==> src/cmrc_regs.svh <==
// Purpose: timing constants for the clocked mask rom read controller
// Assumes: system clock of 10 MHz, period 100 ns
// Notes: times in ns, counts derived by rounding as each limit needs
`ifndef CMRC_REGS_SVH
`define CMRC_REGS_SVH
`define CMRC_CLK_PERIOD_NS 100
// every time but the setup rounds up to whole cycles, least and longest alike, never below one cycle
`define CMRC_PRECHARGE_HIGH_TIME_NS 150
`define CMRC_ADDRESS_SETUP_BEFORE_STROBE_NS 0
`define CMRC_ADDRESS_HOLD_AFTER_STROBE_NS 50
`define CMRC_ACCESS_TIME_NS 300
`define CMRC_STROBE_LOW_WIDTH_NS 300
`define CMRC_STROBE_PERIOD_NS 450
`define CMRC_OUTPUT_FLOAT_DELAY_NS 150
// pin to readable byte: catch edge, three stages, clean refresh
`define CMRC_SYNC_CYC 5
`define CMRC_CEIL_CYC(t) (((t) + `CMRC_CLK_PERIOD_NS - 1) / `CMRC_CLK_PERIOD_NS)
`define CMRC_MAX1(v) (((v) < 1) ? 1 : (v))
`define CMRC_PRECHARGE_CYC `CMRC_MAX1(`CMRC_CEIL_CYC(`CMRC_PRECHARGE_HIGH_TIME_NS))
`define CMRC_HOLD_CYC `CMRC_MAX1(`CMRC_CEIL_CYC(`CMRC_ADDRESS_HOLD_AFTER_STROBE_NS))
`define CMRC_ACCESS_CYC `CMRC_MAX1(`CMRC_CEIL_CYC(`CMRC_ACCESS_TIME_NS))
`define CMRC_LOW_CYC `CMRC_MAX1(`CMRC_CEIL_CYC(`CMRC_STROBE_LOW_WIDTH_NS))
`define CMRC_PERIOD_CYC `CMRC_MAX1(`CMRC_CEIL_CYC(`CMRC_STROBE_PERIOD_NS))
`define CMRC_FLOAT_CYC `CMRC_MAX1(`CMRC_CEIL_CYC(`CMRC_OUTPUT_FLOAT_DELAY_NS))
`define CMRC_CNT_W 4
`endif

==> src/cmrc_pkg.sv <==
// Purpose: types for the clocked mask rom read controller
// Assumes: nothing beyond the timing header
// Notes: states of the strobe sequencer
package cmrc_pkg;
    typedef enum logic [2:0]
    {
        CMRC_IDLE,
        CMRC_PRECHARGE,
        CMRC_LOW_HOLD,
        CMRC_LOW_WAIT,
        CMRC_RELEASE
    } cmrc_state_e;
endpackage

==> src/cmrc_sync_if.sv <==
// Purpose: carries raw pin data into the synchroniser and clean data out
// Assumes: one clock domain
// Notes: modports for the producer and the synchroniser
`timescale 1ns/1ps
`default_nettype none
interface cmrc_sync_if #(parameter int W = 8);
    logic [W-1:0] raw;   // straight from the pins
    logic [W-1:0] clean; // settled value
    logic [W-1:0] agree; // second and third stage agree per bit
    modport top (output raw, input clean, input agree);
    modport sync (input raw, output clean, output agree);
endinterface
`default_nettype wire

==> src/cmrc_pin_sync.sv <==
// Purpose: three-stage synchroniser for the rom data pins
// Assumes: pins may change at any time
// Notes: a bit counts once stages two and three agree
`timescale 1ns/1ps
`default_nettype none
module cmrc_pin_sync
    import cmrc_pkg::*;
#(
    parameter int W = 8
)
(
    input wire logic CLK,
    input wire logic RST_N,
    cmrc_sync_if.sync s
);
    // ----------------------------------------
    // synchroniser stages
    // ----------------------------------------
    logic [W-1:0] st1_q; // first stage, read only by st2
    logic [W-1:0] st2_q; // second stage
    logic [W-1:0] st3_q; // third stage
    logic [W-1:0] clean_q; // accepted value

    // three flops per bit, then accept where stages agree
    always_ff @(posedge CLK)
    begin
        if (!RST_N)
        begin
            st1_q <= '0;
            st2_q <= '0;
            st3_q <= '0;
        end
        else
        begin
            st1_q <= s.raw;
            st2_q <= st1_q;
            st3_q <= st2_q;
        end
    end

    // per bit acceptance, generated
    genvar i;
    generate
        for (i = 0; i < W; i++)
        begin : g_bit
            always_ff @(posedge CLK)
            begin
                if (!RST_N)
                    clean_q[i] <= 1'b0;
                else if (st2_q[i] == st3_q[i])
                    clean_q[i] <= st3_q[i];
            end
        end
    endgenerate

    assign s.clean = clean_q;
    assign s.agree = ~(st2_q ^ st3_q);
endmodule
`default_nettype wire

==> src/cmrc_host.sv <==
// Purpose: host controller reading a clocked mask rom through its pins
// Assumes: 10 MHz CLK; the rom drives data within its access time
// Notes: one read per request; strobe timing kept by cycle counters
`timescale 1ns/1ps
`default_nettype none
`include "cmrc_regs.svh"
module cmrc_host
    import cmrc_pkg::*;
#(
    parameter int AW = 13,
    parameter int DW = 8
)
(
    input wire logic CLK,
    input wire logic RST_N,
    input wire logic REQ_VALID,
    input wire logic [AW-1:0] REQ_ADDR,
    output logic REQ_READY,
    output logic RSP_VALID,
    output logic [DW-1:0] RSP_DATA,
    output logic ROM_STROBE_N,
    output logic [AW-1:0] ROM_ADDR,
    input wire logic [DW-1:0] ROM_DATA
);
    // ----------------------------------------
    // timing counts
    // ----------------------------------------
    localparam logic [`CMRC_CNT_W-1:0] PRE_CYC = `CMRC_CNT_W'(`CMRC_PRECHARGE_CYC);
    localparam logic [`CMRC_CNT_W-1:0] HOLD_CYC = `CMRC_CNT_W'(`CMRC_HOLD_CYC);
    localparam logic [`CMRC_CNT_W-1:0] ACC_CYC = `CMRC_CNT_W'(`CMRC_ACCESS_CYC);
    localparam logic [`CMRC_CNT_W-1:0] LOW_CYC = `CMRC_CNT_W'(`CMRC_LOW_CYC);
    localparam logic [`CMRC_CNT_W-1:0] PER_CYC = `CMRC_CNT_W'(`CMRC_PERIOD_CYC);
    localparam logic [`CMRC_CNT_W-1:0] FLT_CYC = `CMRC_CNT_W'(`CMRC_FLOAT_CYC);
    // cycles from a settled pin to a byte that the capture can read:
    // one edge to catch the pin, three stages, one to refresh clean;
    // an access that ends right on an edge is caught only at the next
    localparam logic [`CMRC_CNT_W-1:0] SYNC_CYC = `CMRC_CNT_W'(`CMRC_SYNC_CYC);
    // strobe stays low until both the width and the synced data are met
    localparam logic [`CMRC_CNT_W-1:0] LOWEND_CYC =
        (LOW_CYC > ACC_CYC + SYNC_CYC) ? LOW_CYC : ACC_CYC + SYNC_CYC;

    // ----------------------------------------
    // state
    // ----------------------------------------
    cmrc_state_e state_q; // sequencer state
    logic [`CMRC_CNT_W-1:0] low_cnt_q; // cycles since strobe fell
    logic [`CMRC_CNT_W-1:0] high_cnt_q; // cycles since strobe rose
    logic [`CMRC_CNT_W-1:0] per_cnt_q; // cycles since last fall
    logic strobe_n_q; // strobe pin
    logic [AW-1:0] addr_q; // address pins
    logic [DW-1:0] data_q; // captured byte
    logic rsp_q; // response pulse
    logic take; // request accepted at this edge
    logic rise_now; // strobe rises at this edge

    cmrc_sync_if #(.W(DW)) dsync ();

    assign dsync.raw = ROM_DATA;

    cmrc_pin_sync #(.W(DW)) u_sync
    (
        .CLK(CLK),
        .RST_N(RST_N),
        .s(dsync.sync)
    );

    // next falling edge allowed only after precharge and period
    function automatic logic may_fall(input logic [`CMRC_CNT_W-1:0] hi,
                                      input logic [`CMRC_CNT_W-1:0] per);
        may_fall = (hi >= PRE_CYC) && (per >= PER_CYC);
    endfunction

    // request taken only when the strobe may fall this edge
    assign REQ_READY = (state_q == CMRC_IDLE)
        && may_fall(high_cnt_q, per_cnt_q);

    // last low cycle: width, access time and synchroniser margin all met
    function automatic logic low_done(input cmrc_state_e st,
                                      input logic [`CMRC_CNT_W-1:0] cnt);
        low_done = (st == CMRC_LOW_WAIT) && (cnt + 1'b1 >= LOWEND_CYC);
    endfunction

    // accept decode, shared by sequencer, strobe, address and spacing
    assign take = (state_q == CMRC_IDLE) && REQ_VALID && REQ_READY;

    // rise decode, shared by sequencer, strobe and capture
    assign rise_now = low_done(state_q, low_cnt_q);

    // ----------------------------------------
    // sequencer
    // ----------------------------------------
    always_ff @(posedge CLK)
    begin
        if (!RST_N)
            state_q <= CMRC_IDLE;
        else
        begin
            case (state_q)
                CMRC_IDLE: // strobe high, rom in standby
                    // a take moves straight into the low phase
                    if (take)
                        state_q <= CMRC_LOW_HOLD;
                CMRC_LOW_HOLD: // address must stay put
                    if (low_cnt_q + 1'b1 >= HOLD_CYC)
                        state_q <= CMRC_LOW_WAIT;
                CMRC_LOW_WAIT: // wait for width and data
                    if (rise_now)
                        state_q <= CMRC_RELEASE;
                CMRC_RELEASE: // strobe high, rom floats its pins
                    state_q <= CMRC_PRECHARGE;
                CMRC_PRECHARGE:
                    if (high_cnt_q + 1'b1 >= FLT_CYC)
                        state_q <= CMRC_IDLE;
                default:
                    state_q <= CMRC_IDLE;
            endcase
        end
    end

    // ----------------------------------------
    // strobe and address pins
    // ----------------------------------------
    // strobe falls on the same edge that sets the address, rises at release
    always_ff @(posedge CLK)
    begin
        if (!RST_N)
            strobe_n_q <= 1'b1;
        else if (take)
            strobe_n_q <= 1'b0;
        // no rise before the synchronised byte is readable
        else if (rise_now)
            strobe_n_q <= 1'b1;
    end

    // address set on the same edge as the fall: zero setup is enough
    always_ff @(posedge CLK)
    begin
        if (!RST_N)
            addr_q <= '0;
        // address only moves at a take, so it holds the whole low phase
        else if (take)
            addr_q <= REQ_ADDR;
    end

    // ----------------------------------------
    // counters
    // ----------------------------------------
    // low time since the fall
    always_ff @(posedge CLK)
    begin
        if (!RST_N)
            low_cnt_q <= '0;
        else if (strobe_n_q)
            low_cnt_q <= '0;
        else if (low_cnt_q != '1)
            low_cnt_q <= low_cnt_q + 1'b1;
    end

    // high time since the rise, starts satisfied after reset
    always_ff @(posedge CLK)
    begin
        if (!RST_N)
            high_cnt_q <= PRE_CYC;
        else if (!strobe_n_q)
            high_cnt_q <= '0;
        else if (high_cnt_q != '1)
            high_cnt_q <= high_cnt_q + 1'b1;
    end

    // fall to fall spacing
    always_ff @(posedge CLK)
    begin
        if (!RST_N)
            per_cnt_q <= PER_CYC;
        // every fall restarts the spacing count
        else if (take)
            per_cnt_q <= '0;
        else if (per_cnt_q != '1)
            per_cnt_q <= per_cnt_q + 1'b1;
    end

    // ----------------------------------------
    // data capture
    // ----------------------------------------
    // sample while the rom still drives, just before the rise
    always_ff @(posedge CLK)
    begin
        if (!RST_N)
        begin
            data_q <= '0;
            rsp_q <= 1'b0;
        end
        // clean lags the pins; rise_now already allows for that lag
        else if (rise_now)
        begin
            data_q <= dsync.clean;
            rsp_q <= 1'b1;
        end
        else
            rsp_q <= 1'b0;
    end

    assign ROM_STROBE_N = strobe_n_q;
    assign ROM_ADDR = addr_q;
    assign RSP_DATA = data_q;
    assign RSP_VALID = rsp_q;
endmodule
`default_nettype wire

==> config.mk <==
export PLATFORM = sky130hd
export DESIGN_NAME = cmrc_host
export DESIGN_NICKNAME = d
export VERILOG_FILES = /design/src/cmrc_pkg.sv /design/src/cmrc_sync_if.sv /design/src/cmrc_pin_sync.sv /design/src/cmrc_host.sv
export VERILOG_INCLUDE_DIRS = /design/src
export SDC_FILE = /design/constraint.sdc
export NUM_CORES = 1
export LEC_CHECK = 0
export ABC_AREA = 1
export BUFFER_PORTS_ARGS = -buffer_cell sky130_fd_sc_hd__buf_4
export CELL_PAD_IN_SITES_DETAIL_PLACEMENT = 0
export CELL_PAD_IN_SITES_GLOBAL_PLACEMENT = 1
export CORE_ASPECT_RATIO = 1.25
export CORE_MARGIN = 2
export CORE_UTILIZATION = 33
export DETAILED_ROUTE_END_ITERATION = 7
export PLACE_DENSITY_LB_ADDON = 0.2
export RECOVER_POWER = 100
export SLEW_MARGIN = 20
export SYNTH_ARGS = -nofsm -noshare
export SYNTH_HDL_FRONTEND = slang
export SYNTH_SLANG_ARGS = --single-unit
==> constraint.sdc <==
create_clock -name CLK -period 1.4 [get_ports CLK]
set_input_delay 0.14 -clock CLK [delete_from_list [all_inputs] [get_ports CLK]]
set_output_delay 0.14 -clock CLK [all_outputs]
set_load 0.02 [all_outputs]
==> results of run 1 <==
[worst max path at each step]
stage          slack (ns)  cells after the start      endpoint
3_3_place_gp       -0.009                      9    state_q[0]
4_1_cts              -0.1                      8     REQ_READY
3_5_place_dp        -0.03                     11  ROM_ADDR[12]
2_1_floorplan       -0.08                     10  ROM_ADDR[10]
5_1_grt             -0.21                      8     REQ_READY
6_report            -0.12                      8     REQ_READY
[cell usage after synthesis]
cell type and n:
o21ai_0 15, o211ai_1 1, nand4_1 2, or2_1 1, a31oi_1 1, clkbuf_1 2
nor2_2 1, dfxtp_1 70, o21ai_2 10, xnor2_1 1, nand3_2 1, nor2_4 1
buf_12 1, inv_1 64, nand2_2 1, a21boi_1 1, xor2_1 1, o21bai_1 1
inv_2 3, a21oi_1 17, nand2_1 51, buf_6 3, nor2_1 24, buf_2 1
nand3_1 24, buf_1 4, a21oi_2 8, ha_1 8, o21ai_1 12
[metal layers]
metal,global-route usage (%),vias to the layer above,part of all wire (%)
met3,3.29,10,4.7
met5,0,-,0
met4,7.14,0,2.0
met1,15.1,954,47
met2,19.3,42,46
li1,-,1168,-
[timing repair]
| item | CTS | global route |
|---|---|---|
| gates cloned | 0 | 1 |
| endpoints found under the setup margin | 19 | 29 |
| resized for setup | 9 | 27 |
| buffers inserted | 3 | 0 |
| pin swaps | 8 | 4 |
| hold buffers | 8 | 0 |
| endpoints found under the hold margin | 8 | 0 |
[report_power, final]
part | internal, mW | leakage, nW | total, mW | switching (mW)
combinational | 0.825 | 1.02 | 1.86 | 1.03
clock | 1.06 | 0.110 | 1.80 | 0.745
sequential | 2.25 | 0.573 | 2.45 | 0.205
[state kept, by name, summed over array words and instances, names as in the netlist]
signal and count:
ROM_ADDR 13, ROM_STROBE_N 1, RSP_DATA 8, RSP_VALID 1
high_cnt_q 4, low_cnt_q 4, per_cnt_q 4, state_q 3
u_sync.s.clean 8, u_sync.st1_q 8, u_sync.st2_q 8, u_sync.st3_q 8
[placed cells by master (no fill, tap or decap), drive strengths merged]
cell         instances
or2                  1
clkinvlp             1
a21boi               1
o211ai               1
dfxtp               70
xnor2                1
buf                 31
a31oi                1
o21bai               1
inv                 68
clkinv               1
nand3               25
ha                   8
nand2               52
clkbuf              43
a21oi               25
nor2                26
xor2                 1
dlygate4sd3          8
bufinv               2
nand4                2
o21ai               37
[layout make-up]
cell class / count / area [µm²] / share of cell area (%)
Timing Repair Buffer: 71 / 520 / 14.4
Clock inverter: 5 / 81.3 / 2.25
Multi-Input combinational cell: 182 / 1090 / 30.1
Sequential cell: 70 / 1410 / 39.0
Inverter: 67 / 254 / 7.02
Clock buffer: 11 / 141 / 3.91
Tap cell: 97 / 121 / 3.36
[tightest hold or removal path, cell delays in order]
cell and delay [ns]:
buf_4 0.08, inv_1 0.03, o21ai_2 0.09
[cell families (layout without fill, tap and decap cells)]
| logic type | after synthesis | count (layout) | synth area share, % |
|---|---|---|---|
| and+or+nand+nor | 106 | 106 | 16.7 |
| DFF | 70 | 70 | 51.7 |
| buffers and inverters | 78 | 154 | 12.3 |
| AOI/OAI and AO/OA | 66 | 66 | 15.0 |
| xor gates and xnor gates | 2 | 2 | 0.646 |
| adders and majority gates | 8 | 8 | 3.69 |
==> results.json, run 1 <==
{
  "status": "complete, but fails checks",
  "violations": "setup timing",
  "dpl.cell_count": 475,
  "ant_nets": 0,
  "nNetsFinal": 433,
  "cts.sinks": 70,
  "yosys_warnings": 0,
  "crit_start": "per_cnt_q[0]",
  "rows": 37,
  "viasPerCell": 4.32,
  "num_vias": 2174,
  "track_usage_pct": 12.3,
  "finClkSkew_ns": 0.00806,
  "grt_pass1_vias": 2043,
  "p_total_mw": 6.11,
  "p_leak_nw": 1.70,
  "worst_setup_path_end_kind": "primary output",
  "worst_pin_slew_ns": 0.363,
  "synth_top_area_share_pct": 51.7,
  "gp_congestion": 0.762,
  "dieArea_um2": 8970,
  "yosys.area.top_type": "dfxtp_1",
  "cts.path.max_buffers": 2,
  "die_h_um": 105,
  "finalWirelength_um": 5150,
  "setup_viol": 18,
  "drv_cap": 0,
  "synth.distinct_cells": 29,
  "setup_ws_ns": -0.121,
  "drive_above_1_share_pct": 26.6,
  "synth.top_cells.by_area": "dfxtp_1 52%, inv_1 8.9%, nand2_1 7.1%, nand3_1 4.4%, ha_1 3.7%",
  "synth-seq-cells": 70,
  "path_delay_family": "flip-flops",
  "area_growth_pct": 33.3,
  "cts_buffers": 9,
  "die_width_um": 85.1,
  "fin_crit_sh_pct": 109,
  "crit_fanout": 3,
  "critPathRequiredTime_ns": 1.26,
  "min_to": "ROM_ADDR[0]",
  "wire_per_inst_um": 10.2,
  "hold_viol": 0,
  "avgSynthCellArea_um2": 8.22,
  "ys_seq_area_share_pct": 51.7,
  "drtIter0Drc": 57,
  "rsz0062_at_grt": "yes",
  "timing.rr.start": "per_cnt_q[0]",
  "crit_type": "reg -> out",
  "r2r_slack_ns": -0.11,
  "relSlewSlack_pct": 75.7,
  "cp_slowest_cell": "dfxtp_4",
  "ios": 48,
  "final_util_pct": 44.6,
  "tns_ns": -1.45,
  "max_clock_freq_ghz": 0.657,
  "holdPathStages": 3,
  "grt_antenna_before_repair": 0,
  "cts_tree": "built",
  "layoutNonFillerInstCount": 503,
  "h-tree-depth": 3,
  "preCtsSetupSlack_ns": -0.0277,
  "critPathArrivalTime_ns": 1.38,
  "clk_pin_slew_ns": 0.08,
  "crit_path_cell_trace": "inv_2, ha_4, nand2_2, nand2_2, nand2_4, nand2_4, nor2_4, buf_6",
  "grt_pass1_wl_um": 8820,
  "cts-root-buf": "clkbuf_8",
  "drc": 0,
  "timing.final.crit_period_ns": 1.52,
  "hpwl_um": 3310,
  "syn_area_um2": 2710,
  "grt_max_degree": 41,
  "crit_buf_inv": 2,
  "ir_drop_mv": 0.824,
  "start_util_pct": 33.5,
  "hp-start": "REQ_ADDR[0]",
  "finalMaxSlewViolations": 0,
  "stdcell_area_um2": 3620,
  "slowest_delay_ns": 0.37,
  "io_buffer_count": 47,
  "reg2reg_depth": 11,
  "core-area_um2": 8100,
  "grt-ovfl-total": 0,
  "diodes": 0,
  "dr.pass1.iters": 4,
  "r2r-end": "ROM_ADDR[11]",
  "worstSkewPairLatency_ns": 0.34,
  "synth_nets": 362,
  "p_per_area_nw_per_um2": 1690,
  "nFillCells": 830,
  "synthCells": 330,
  "worstSetupStartpointType": "register",
  "hold_class": "in -> reg",
  "whs_ns": 0.0301,
  "dpl_cell_area_um2": 3250
}
(Power assumes the default switching activity.)
==> run 2, diff against run 1 <==
--- a/config.mk
+++ b/config.mk
@@ -13,6 +13,7 @@
 export CORE_ASPECT_RATIO = 1.25
 export CORE_MARGIN = 2
 export CORE_UTILIZATION = 33
+export CTS_BUF_LIST = sky130_fd_sc_hd__clkbuf_4
 export DETAILED_ROUTE_END_ITERATION = 7
 export PLACE_DENSITY_LB_ADDON = 0.2
 export RECOVER_POWER = 100
==> results.json, run 2 (synthesis gave the netlist of run 1 again) <==
{
  "clk_pin_slew_ns": 0.12,
  "io_buffer_count": 47,
  "rsz0062_at_grt": "yes",
  "nNetsFinal": 450,
  "hold_class": "in -> reg",
  "max_clock_freq_ghz": 0.627,
  "cts.path.max_buffers": 2,
  "violations": "setup timing",
  "seq_area_um2": 1410,
  "die_width_um": 85.1,
  "grt_pass1_vias": 2101,
  "h-tree-depth": 3,
  "die_h_um": 105,
  "grt_max_degree": 41,
  "diodes": 0,
  "relSlewSlack_pct": 75.3,
  "grt-ovfl-total": 0,
  "worstSkewPairLatency_ns": 0.40,
  "drtIter0Drc": 67,
  "cts_tree": "built",
  "grt_antenna_before_repair": 0,
  "dr.pass1.iters": 4,
  "drc": 0,
  "ant_nets": 0,
  "cts_buffers": 9,
  "area_growth_pct": 37.3,
  "critPathRequiredTime_ns": 1.26,
  "cts.sinks": 70,
  "drive_above_1_share_pct": 26.5,
  "wire_per_inst_um": 10.1,
  "p_leak_nw": 1.76,
  "fin_crit_sh_pct": 114,
  "tns_ns": -2.07,
  "status": "complete, but fails checks",
  "drv_cap": 0,
  "finalMaxSlewViolations": 0,
  "largest_reg_flops": 13,
  "track_usage_pct": 12.6,
  "multi_input_area_um2": 1100,
  "timing.final.crit_period_ns": 1.60,
  "setup_ws_ns": -0.195,
  "final_common_cell": "dfxtp_1",
  "crit_fanout": 3,
  "worstSetupStartpointType": "register",
  "critPathArrivalTime_ns": 1.46,
  "grt_pass1_wl_um": 9040,
  "finClkSkew_ns": 0.00958,
  "cts-root-buf": "clkbuf_4",
  "worst_pin_slew_ns": 0.369,
  "worst_setup_path_end_kind": "primary output",
  "start_util_pct": 33.5,
  "final_cell_mix": "64 x dfxtp_1, 61 x inv_1, 44 x nand2_1",
  "finalWirelength_um": 5280,
  "setup_viol": 19,
  "core-area_um2": 8100,
  "hpwl_um": 3310,
  "final_util_pct": 46.0,
  "rows": 37,
  "ir_drop_mv": 0.798,
  "gp_congestion": 0.762,
  "num_vias": 2252,
  "p_per_area_nw_per_um2": 1580,
  "crit_type": "reg -> out",
  "ios": 48,
  "p_total_mw": 5.87,
  "viasPerCell": 4.33,
  "hold_viol": 0,
  "dieArea_um2": 8970,
  "nFillCells": 819
}
[run 2: changes by cell type in the layout (fill, tap and decap cells not counted), moves of 2 or more]
cell | previous run | this run
buf_4 | 26 | 28
clkbuf_4 | 8 | 18
clkbuf_8 | 10 | 0
dlygate4sd3_1 | 8 | 21
[run 2: metal layers]
layer	global-route usage, %	vias to the layer above	routed length, µm
met2	19.9	40	2460
met1	15.4	994	2480
met4	7.14	0	138
met3	3.29	12	198
met5	0	-	0
li1	-	1206	-
[run 2: metrics by stage]
stage / cells / area, µm² / setup slack [ns] / hold WS (ns)
2_1_floorplan: 330 / 2730 / -0.0835 / 0.238
3_3_place_gp: 475 / 3250 / -0.00881 / 0.321
3_5_place_dp: 475 / 3250 / -0.0277 / 0.326
4_1_cts: 518 / 3720 / -0.185 / 0.000173
5_1_grt: 520 / 3720 / -0.297 / 0.0126
6_report: 520 / 3720 / -0.195 / 0.0380
[run 2: worst max-delay path: stages, from the launching register on]
cell     delay (ns)
dfxtp_4        0.39
inv_2          0.04
ha_4           0.14
nand2_2        0.06
nand2_2        0.05
nand2_2        0.07
nand2_2        0.07
nor2_4         0.11
buf_6          0.13
[run 2: layout make-up]
cell class | count | share of cell area (%)
Tap cell | 97 | 3.26
Inverter | 67 | 6.82
Clock inverter | 6 | 2.28
Timing Repair Buffer | 87 | 18.1
Multi-Input combinational cell | 183 | 29.6
Sequential cell | 70 | 37.9
Clock buffer | 10 | 2.02
[run 2: final timing paths]
kind	startpoint	end	slack (ns)	cells after the start
max	per_cnt_q[0]	REQ_READY	-0.20	8
min	RST_N	high_cnt_q[1]	0.04	2
max reg2reg	per_cnt_q[1]	state_q[1]	-0.17	13
min reg2reg	u_sync.st1_q[4]	u_sync.st2_q[4]	0.42	2
[run 2: where the power goes]
part / switching (mW) / internal (mW) / leakage (nW)
combinational: 1.07 / 0.907 / 1.10
clock: 0.701 / 0.742 / 0.0844
sequential: 0.200 / 2.25 / 0.573
total: 1.97 / 3.90 / 1.76
[run 2: timing repair]
item,in CTS,in global routing
hold buffers,21,0
buffers inserted,5,1
pin swaps,6,1
setup endpoints to repair,19,29
resized for setup,9,27
hold endpoints to repair,21,0
gates cloned,1,1
